==> config.mk <==
export PLATFORM = sky130hd
export DESIGN_NAME = scs_channel_status
export DESIGN_NICKNAME = d
export VERILOG_FILES = /design/src/hdl/scs_channel_status.v
export VERILOG_INCLUDE_DIRS = /design/src /design/src/hdl
export SDC_FILE = /design/constraint.sdc
export NUM_CORES = 1
export LEC_CHECK = 0
export BUFFER_PORTS_ARGS = -buffer_cell sky130_fd_sc_hd__buf_2
export CORE_ASPECT_RATIO = 1.5
export CORE_MARGIN = 2
export CORE_UTILIZATION = 40
export DETAILED_ROUTE_END_ITERATION = 10
export PLACE_DENSITY = 0.75
export SYNTH_ARGS = -nofsm -noshare
export SYNTH_HDL_FRONTEND = slang
export SYNTH_SLANG_ARGS = --single-unit
export TNS_END_PERCENT = 50
==> constraint.sdc <==
create_clock -name i_core_clk -period 3.6 [get_ports i_core_clk]
set_input_delay 0.54 -clock i_core_clk [delete_from_list [all_inputs] [get_ports i_core_clk]]
set_output_delay 0.54 -clock i_core_clk [all_outputs]
set_load 0.01 [all_outputs]
==> src/hdl/scs_defs.vh <==
`ifndef SCS_DEFS_VH
`define SCS_DEFS_VH
// Read pointer values (low three bits of the command byte)
`define SCS_PTR_STATUS 3'h0
`define SCS_PTR_SPECIAL 3'h1
`define SCS_PTR_VECTOR 3'h2
// Command field position and codes (bits 5:3 of the command byte)
`define SCS_CMD_HI 5
`define SCS_CMD_LO 3
`define SCS_CMD_RST_EXT 3'h2
// Underrun latch reset code (bits 7:6 of the command byte)
`define SCS_URUN_HI 7
`define SCS_URUN_LO 6
`define SCS_CMD_RST_URUN 2'h3
// Receive modes
`define SCS_MODE_ASYNC 2'h0
`define SCS_MODE_CHSYNC 2'h1
`define SCS_MODE_SDLC 2'h2
`define SCS_MODE_EXTSYNC 2'h3
// Channel status bit positions
`define SCS_B_RXAV 0
`define SCS_B_IP 1
`define SCS_B_TXE 2
`define SCS_B_DCD 3
`define SCS_B_HUNT 4
`define SCS_B_CTS 5
`define SCS_B_URUN 6
`define SCS_B_BRK 7
// Reset value of the channel status register
`define SCS_STATUS_RST 8'h44
// Abort threshold in consecutive ones
`define SCS_ABORT_ONES 4'h7
// Sync detect pulse hold count; output stays low this many core cycles after the pattern cycle
`define SCS_SYNC_PULSE 2'h2
`endif

==> src/hdl/scs_channel_status.v <==
`timescale 1ns/1ps
// Notes on behaviour
// - Non-primary registers need pointer write before read
// - Three status registers; vector only on second channel
// - Receive-available set while queue not empty
// - Interrupt pending on first channel, zero otherwise
// - Transmit empty, not during CRC, set at reset
// - Carrier bit latched at any external change
// - Latches follow live pins after reset command
// - Async: sync pin edges set/clear hunt bit
// - External sync: high pin keeps hunt cleared
// - Sync edges interrupt; hunt entry ignored in pin modes
// - Char sync: hunt entry sets, sync clears
// - Char sync: sync pin pulses low on pattern
// - SDLC: hunt set by hunt/disable, flag clears
// - Clear-to-send latch reports inverted pin
// - Underrun set at reset, cleared by own command
// - Break sets, end clears, rearm after reset command
// - One null character remains after break ends
// - SDLC abort on seven ones; unused byte-sync
// - Next external change waits for reset command
`include "scs_defs.vh"

module scs_channel_status #(
    parameter CHANNEL_B = 0
) (
    // Clock and reset
    input wire i_core_clk,
    input wire i_reset,
    // Host command and read port
    input wire i_cmd_wr,
    input wire [7:0] i_cmd_data,
    input wire i_rd,
    output reg [7:0] o_rd_data,
    // Neighbouring registers for pointer reads
    input wire [7:0] i_special_receive_status,
    input wire [7:0] i_vector_readback,
    // Configuration
    input wire [1:0] i_rx_mode,
    input wire i_rx_enable,
    input wire i_enter_hunt,
    // Receiver and transmitter events
    input wire i_rx_queue_nonempty,
    input wire i_tx_buf_empty,
    input wire i_tx_crc_sending,
    input wire i_tx_underrun,
    input wire i_sync_pattern,
    input wire i_flag_seen,
    input wire i_rx_bit_valid,
    input wire i_rx_bit,
    input wire i_break_char,
    input wire i_break_end,
    input wire i_irq_other,
    // Modem pins, active low, and the receive clock pin
    input wire i_dcd_n,
    input wire i_cts_n,
    input wire i_sync_n,
    input wire i_receive_clock_pin,
    // Outputs
    output reg o_sync_n,
    output reg o_sync_oe_n,
    output reg o_ext_irq,
    output reg o_int_pending
);

    // ==========================================================
    // Input synchronisers
    // ==========================================================
    reg [3:0] meta_q;
    reg [3:0] pin_q;
    reg [3:0] pin_prev_q;
    wire dcd_n = pin_q[0];
    wire cts_n = pin_q[1];
    wire sync_n = pin_q[2];
    wire receive_clock_pin = pin_q[3];

    // Two stages per pin; logic reads pin_q, and pin_prev_q for the receive clock edge
    always @(posedge i_core_clk)
    begin
        meta_q <= {i_receive_clock_pin, i_sync_n, i_cts_n, i_dcd_n};
        pin_q <= meta_q;
        pin_prev_q <= pin_q;
    end

    // ==========================================================
    // Command decode
    // ==========================================================
    reg [2:0] ptr_q;
    wire cmd_rst_ext = i_cmd_wr &&
        i_cmd_data[`SCS_CMD_HI:`SCS_CMD_LO] == `SCS_CMD_RST_EXT;
    wire cmd_rst_urun = i_cmd_wr &&
        i_cmd_data[`SCS_URUN_HI:`SCS_URUN_LO] == `SCS_CMD_RST_URUN;

    // Pointer is single shot: it falls back to the status register
    always @(posedge i_core_clk)
    begin
        if (i_reset)
            ptr_q <= `SCS_PTR_STATUS;
        else if (i_cmd_wr)
            ptr_q <= i_cmd_data[2:0];
        else if (i_rd)
            ptr_q <= `SCS_PTR_STATUS;
    end

    // ==========================================================
    // Mode helpers and hunt state
    // ==========================================================
    wire m_async = i_rx_mode == `SCS_MODE_ASYNC;
    wire m_chsync = i_rx_mode == `SCS_MODE_CHSYNC;
    wire m_sdlc = i_rx_mode == `SCS_MODE_SDLC;
    wire m_ext = i_rx_mode == `SCS_MODE_EXTSYNC;
    wire sync_pin_in = m_async || m_ext;

    reg hunt_live_q;
    reg [3:0] ones_q;
    reg brk_live_q;
    reg brk_armed_q;

    // Internal hunt state for character sync and SDLC modes
    always @(posedge i_core_clk)
    begin
        if (i_reset)
            hunt_live_q <= 1'b1;
        else if (i_enter_hunt || (m_sdlc && !i_rx_enable))
            hunt_live_q <= 1'b1;
        else if (m_chsync && i_sync_pattern)
            hunt_live_q <= 1'b0;
        else if (m_sdlc && i_flag_seen)
            hunt_live_q <= 1'b0;
    end

    // Ones counter for abort detection in SDLC
    always @(posedge i_core_clk)
    begin
        if (i_reset || !m_sdlc)
            ones_q <= 4'h0;
        else if (i_rx_bit_valid)
        begin
            if (!i_rx_bit)
                ones_q <= 4'h0;
            else if (ones_q != 4'hF)
                ones_q <= ones_q + 4'h1;
        end
    end
    wire abort_now = ones_q >= `SCS_ABORT_ONES;

    // Break condition, re-armed only by the reset command
    always @(posedge i_core_clk)
    begin
        if (i_reset)
        begin
            brk_live_q <= 1'b0;
            brk_armed_q <= 1'b1;
        end
        else if (m_async)
        begin
            if (brk_armed_q && i_break_char)
            begin
                brk_live_q <= 1'b1;
                brk_armed_q <= 1'b0;
            end
            else if (brk_live_q && i_break_end)
                brk_live_q <= 1'b0;
            else if (cmd_rst_ext && !brk_live_q)
                brk_armed_q <= 1'b1;
        end
        else if (m_sdlc)
            brk_live_q <= abort_now;
        else
            brk_live_q <= 1'b0;
    end

    // ==========================================================
    // Live external/status values and latches
    // ==========================================================
    // Hunt: async/ext follow inverted pin; high pin holds it clear
    wire hunt_live = sync_pin_in ? !sync_n : hunt_live_q;

    wire [4:0] ext_live = {brk_live_q, 1'b0, !cts_n, hunt_live, !dcd_n};
    reg [4:0] ext_latch_q;
    reg urun_q;
    reg ext_irq_q;

    wire urun_set = i_tx_underrun && !urun_q;
    wire ext_change = (ext_live != ext_latch_q) || urun_set;

    // Latches freeze while an interrupt is outstanding; the reset
    // command reopens them, so a read right after sees live pins
    always @(posedge i_core_clk)
    begin
        if (i_reset)
        begin
            ext_latch_q <= 5'h0;
            ext_irq_q <= 1'b0;
        end
        else if (cmd_rst_ext)
        begin
            ext_latch_q <= ext_live;
            // An underrun in the clear cycle keeps its interrupt
            ext_irq_q <= urun_set;
        end
        else if (!ext_irq_q && ext_change)
        begin
            ext_latch_q <= ext_live;
            ext_irq_q <= 1'b1;
        end
    end

    // Underrun latch; a new underrun outranks its own clear
    always @(posedge i_core_clk)
    begin
        if (i_reset)
            urun_q <= 1'b1;
        else if (i_tx_underrun)
            urun_q <= 1'b1;
        else if (cmd_rst_urun)
            urun_q <= 1'b0;
    end

    // Transmit empty, held clear while CRC goes out
    reg txe_q;
    always @(posedge i_core_clk)
    begin
        if (i_reset)
            txe_q <= 1'b1;
        else
            txe_q <= i_tx_buf_empty && !i_tx_crc_sending;
    end

    wire ip = CHANNEL_B ? 1'b0 : (ext_irq_q || i_irq_other);

    wire [7:0] status = {ext_latch_q[4], urun_q, ext_latch_q[2],
        ext_latch_q[1], ext_latch_q[0], txe_q, ip,
        i_rx_queue_nonempty};

    // ==========================================================
    // Read mux and sync output pulse
    // ==========================================================
    reg [1:0] pulse_q;
    always @(posedge i_core_clk)
    begin
        if (i_reset)
        begin
            o_rd_data <= 8'h00;
            o_ext_irq <= 1'b0;
            o_int_pending <= 1'b0;
            pulse_q <= 2'h0;
            o_sync_n <= 1'b1;
            o_sync_oe_n <= 1'b1;
        end
        else
        begin
            case (ptr_q)
                `SCS_PTR_SPECIAL: o_rd_data <= i_special_receive_status;
                `SCS_PTR_VECTOR: o_rd_data <= CHANNEL_B ?
                    i_vector_readback : 8'h00;
                default: o_rd_data <= status;
            endcase
            o_ext_irq <= ext_irq_q;
            o_int_pending <= ip;
            if (m_chsync && i_sync_pattern)
                pulse_q <= `SCS_SYNC_PULSE;
            else if (pulse_q != 2'h0)
                pulse_q <= pulse_q - 2'h1;
            o_sync_n <= !(m_chsync && (i_sync_pattern ||
                pulse_q != 2'h0));
            o_sync_oe_n <= !m_chsync;
        end
    end

    // Receive clock rising edge is detected but unused; external sync follows the pin level
    wire rxc_rise = receive_clock_pin && !pin_prev_q[3];
    wire unused_ok = rxc_rise;

endmodule

# Yosys cells after proc, flatten, opt, wreduce, memory -nomap -nowiden
# Index checks and enable logic that the tools add are counted.
[op_classes]
n_eq_ne = 12
n_reduce_logical = 41
n_mux = 21
n_lt_le_gt_ge = 1
add_sub_neg = 2
[ops]
columns = ["operator", "n"]
rows = [
  ["$pmux W8 S2", 1],
  ["$logic_and A1 B1 Y1", 12],
  ["$mux W1", 12],
  ["$reduce_bool A2 Y1", 6],
  ["$logic_not A1 Y1", 11],
  ["$mux W5", 2],
  ["$mux W4", 2],
  ["$eq A2 B2 Y1 const B", 3],
  ["$eq A3 B2 Y1 const B", 2],
  ["$logic_or A1 B1 Y1", 6],
  ["$mux W3", 2],
  ["$reduce_or A2 Y1", 3],
  ["$add A4 B1 Y4 const B", 1],
  ["$ge A4 B3 Y1 const B", 1],
  ["$mux W2", 2],
  ["$ne A4 B4 Y1", 1],
  ["$ne A4 B4 Y1 const B", 1],
  ["$eq A3 B1 Y1 const B", 1],
  ["$ne A3 B1 Y1 const B", 1],
  ["$reduce_and A3 Y1", 1],
  ["$eq A2 B1 Y1 const B", 1],
  ["$logic_not A2 Y1", 1],
  ["$ne A2 B1 Y1 const B", 1],
  ["$ne A2 B2 Y1 const B", 1],
  ["other kinds (2)", 2],
]
[totals]
ff_bits = 37
out_inout_bits = 12
elab_cells = 95

# Depth between registers and ports, before layout
[logic_depth]
word_depth = 8
depth_mapped = 6
ltp_nobuf = 6

# Worst setup path after synthesis
# Ideal clock, no wire load.
[synth_timing]
kind = "input port to flip-flop"
from = "input port i_rx_mode[0]"
to = "register ext_irq_q"
arrival_time_ps = 1661
setup_slack_ps = 1814
stages = 5
required_ps = 3475
n_path_buf = 0
cell_sequence = "inv_1 > ha_1 > nand2b_1 > and3b_1 > o41a_1"
[synth_via]
elab_chain_cells = 7
[synth_rtl]
columns = ["item", "line", "text"]
rows = [
  ["from (decl)", "scs_channel_status.v:39", "input wire [1:0] i_rx_mode,"],
  ["$eq A2 B2 Y1 (no source line) / $logic_not A2 Y1 (equally long branches)", "-", ""],
  ["$logic_or A1 B1 Y1 (*)", "scs_channel_status.v:112", "wire sync_pin_in = m_async || m_ext;"],
  ["$mux W1 (*)", "scs_channel_status.v:177", "wire hunt_live = sync_pin_in ? !sync_n : hunt_live_q;"],
  ["$ne A4 B4 Y1 (*)", "scs_channel_status.v:185", "wire ext_change = (ext_live != ext_latch_q) || urun_set;"],
  ["$logic_or A1 B1 Y1 (*)", "scs_channel_status.v:185", ""],
  ["$logic_and A1 B1 Y1 (*)", "scs_channel_status.v:202", "else if (!ext_irq_q && ext_change)"],
  ["$reduce_bool A2 Y1 (no source line) (*)", "-", ""],
  ["to (signal assigned)", "scs_channel_status.v:200", "ext_irq_q <= urun_set;"],
  ["to (decl)", "scs_channel_status.v:182", "reg ext_irq_q;"],
]
# Mark *: on every way between the ends. The rest lies on a longest branch, timed or not.
# A chain may end at the register's enable or synchronous reset.

# Worst setup path in the final report
# Same ends and word-level chain as after synthesis.

==> metrics <==
PwrDens 434.0 nW/um^2; Synth Instances 183; clock buffer depth 2; GP Congestion 0.7761; Max-Cap Viols 0; Finish-stage setup viols 0; Lkg Pwr 0.0008877 uW; input/output buffers 49; Antenna diodes 0; Worst Skew 0.002309 ns; # DRC 0; Final Hold Fails 0; Die H 81.95 um; drt via density 5.345; leading cell types in the layout, fill and taps excluded buf_2 (49), dfxtp_1 (37), nor2_1 (20), nand2_1 (15), a21oi_1 (12); Warnings, synthesis 0; # rows 28; Setup TNS 0 ns; Initial DRC Count 41; Routed Wire Length 3.412 mm; Final Util 0.5019; Slew Limit Fails 0; Routed Antenna Nets 0; CP Launch Type input port; # nets final 281; antenna violations before repair 0; Placed Area 1883 sq um; register area 740.7 sq um; total gr overflow 0; syn avg cell area 8.854 sq um; CTS tree done; WL/cell 12.41 um; Detail Placement HPWL 2.498 mm; Reg2Reg Depth 4; Overall Global Routing Usage 0.1668; VDD IR max 0.2362 mV; crit path DAT 1.85 ns; Die ar. 4586 sq um; Multi-input gate area 814.5 sq um; I/O Pins 59; Mapped Area 1620 sq um; CTS clk-pin slew, worst paths 0.07 ns; cts bufs inserted 5; first-pass GRT wire length 6.023 mm; largest net degree at the start of global routing 34; cts repair resizes 0; Buffers & Inverters on Critical Path 2; slowest library cell on the worst path o41a_1; Post-synth EDFFs 0; crit-path leading delay family simple AND/OR/NAND/NOR gates; Initial Util 0.4129; most common cell after layout, fill and taps aside buf_2; Main synth FF type dfxtp_1; CP endpoint kind register; worst path cell trace buf_2, inv_1, ha_1, nand2b_1, and3b_1, o41a_1; design area 1969 sq um; via count 1470; Tightest Pin Transition 0.6002 ns; Syn-to-layout area delta 21.54%; hold-fix buffers at CTS 0; post-place setup slack 1.613 ns; core area 3924 sq um; outcome completed; Fmax 593.6 MHz; Die Width 55.97 um; setup ws final 1.915 ns; Sink Count 37; Power, Total 854.7 uW; Hold/Removal Path Class reg2reg; hold depth 0; slowest stage delay, CP 0.40 ns; Post-Syn Nets 234; flop and latch count out of synthesis 37; layout cells sized above 1 0.2478; Tcrit/Tclk final 0.4680; Root Driver clkbuf_8; Post-CTS Setup Bufs 0; H-tree depth 2; Crit path required time 3.77 ns; Min Clock Period, post-route 1.685 ns; distinct cell type count after synthesis 38; vias in the first global route 1431; Slew HR 0.5991; First-pass DRT Iterations 4; Seq/Total Area, Yosys 0.4571; RSZ-0062 raised after global routing no; crit path max fanout 6; clock latency on the worst-skew pair 0.28 ns; critical path class in2reg; WP depth 6; ys async rst share 0; total of fill cells in the finished design 389
[layout make-up]
cell class / instances / area share
Inverter: 7 / 0.01334
Sequential cell: 37 / 0.3761
Multi-Input combinational cell: 130 / 0.4136
Tap cell: 45 / 0.02859
Clock buffer: 7 / 0.04384
Timing Repair Buffer: 49 / 0.1245
[registers in the layout, summed over array words and instances, names as in the netlist, 2 cells and up]
register	flops
o_rd_data	8
meta_q	3
ones_q	4
pin_q	3
ext_latch_q	4
pulse_q	2
ptr_q	3
[stage by stage]
stage	hold WS, ns	instances
final	0.3280	275
after detailed placement	0.3121	268
after global routing	0.3322	275
after global placement	0.3117	268
after floorplan	0.3096	183
after CTS	0.3283	275
[final timing paths]
path,from,end,slack [ns]
min reg2reg,meta_q[2],pin_q[2],0.33
max reg2reg,ptr_q[1],o_rd_data[7],2.24
max,i_rx_mode[0],ext_irq_q,1.92
min,meta_q[2],pin_q[2],0.33
[layer usage]
layer / track usage / vias to the layer above / share of wire
li1: - / 754 / -
met1: 0.1676 / 670 / 0.42
met2: 0.3118 / 44 / 0.50
met3: 0.05197 / 2 / 0.069
met4: 0.07857 / 0 / 0.011
met5: 0 / - / 0
[cells by family (layout without fill, tap and decap cells)]
family          Yosys count  count (layout)  share of synthesized area
compound gates           49              49                     0.2178
xor+xnor                  5               5                    0.02703
fa+ha+maj                 4               4                    0.03089
buf+inv                  16              63                    0.04016
flops                    37              37                     0.4571
simple gates             72              72                     0.2270
[power breakdown]
part	switching [uW]	total, uW	internal (uW)	leakage [uW]
Sequential	19.6	452	433	0.000306
Clock	132	284	152	0.0000443
Combinational	61.4	119	57.4	0.000538
[synthesized netlist by cell type, types with 2 or more instances]
cell	count	area share
o211ai_1	4	0.019
nand2b_1	3	0.012
nor3_1	8	0.025
nand2_1	15	0.035
nand4_1	3	0.012
dfxtp_1	37	0.46
a22oi_1	7	0.032
nor3b_1	8	0.037
nor2_1	20	0.046
inv_1	7	0.016
o31ai_1	3	0.014
and3_1	4	0.015
nand3_1	7	0.022
clkbuf_1	7	0.016
a31oi_1	2	0.0077
a21oi_1	12	0.037
xor2_1	4	0.022
a22o_1	7	0.038
o21ai_0	3	0.0093
ha_1	4	0.031
No activity file was read; power rests on OpenSTA's default activity.
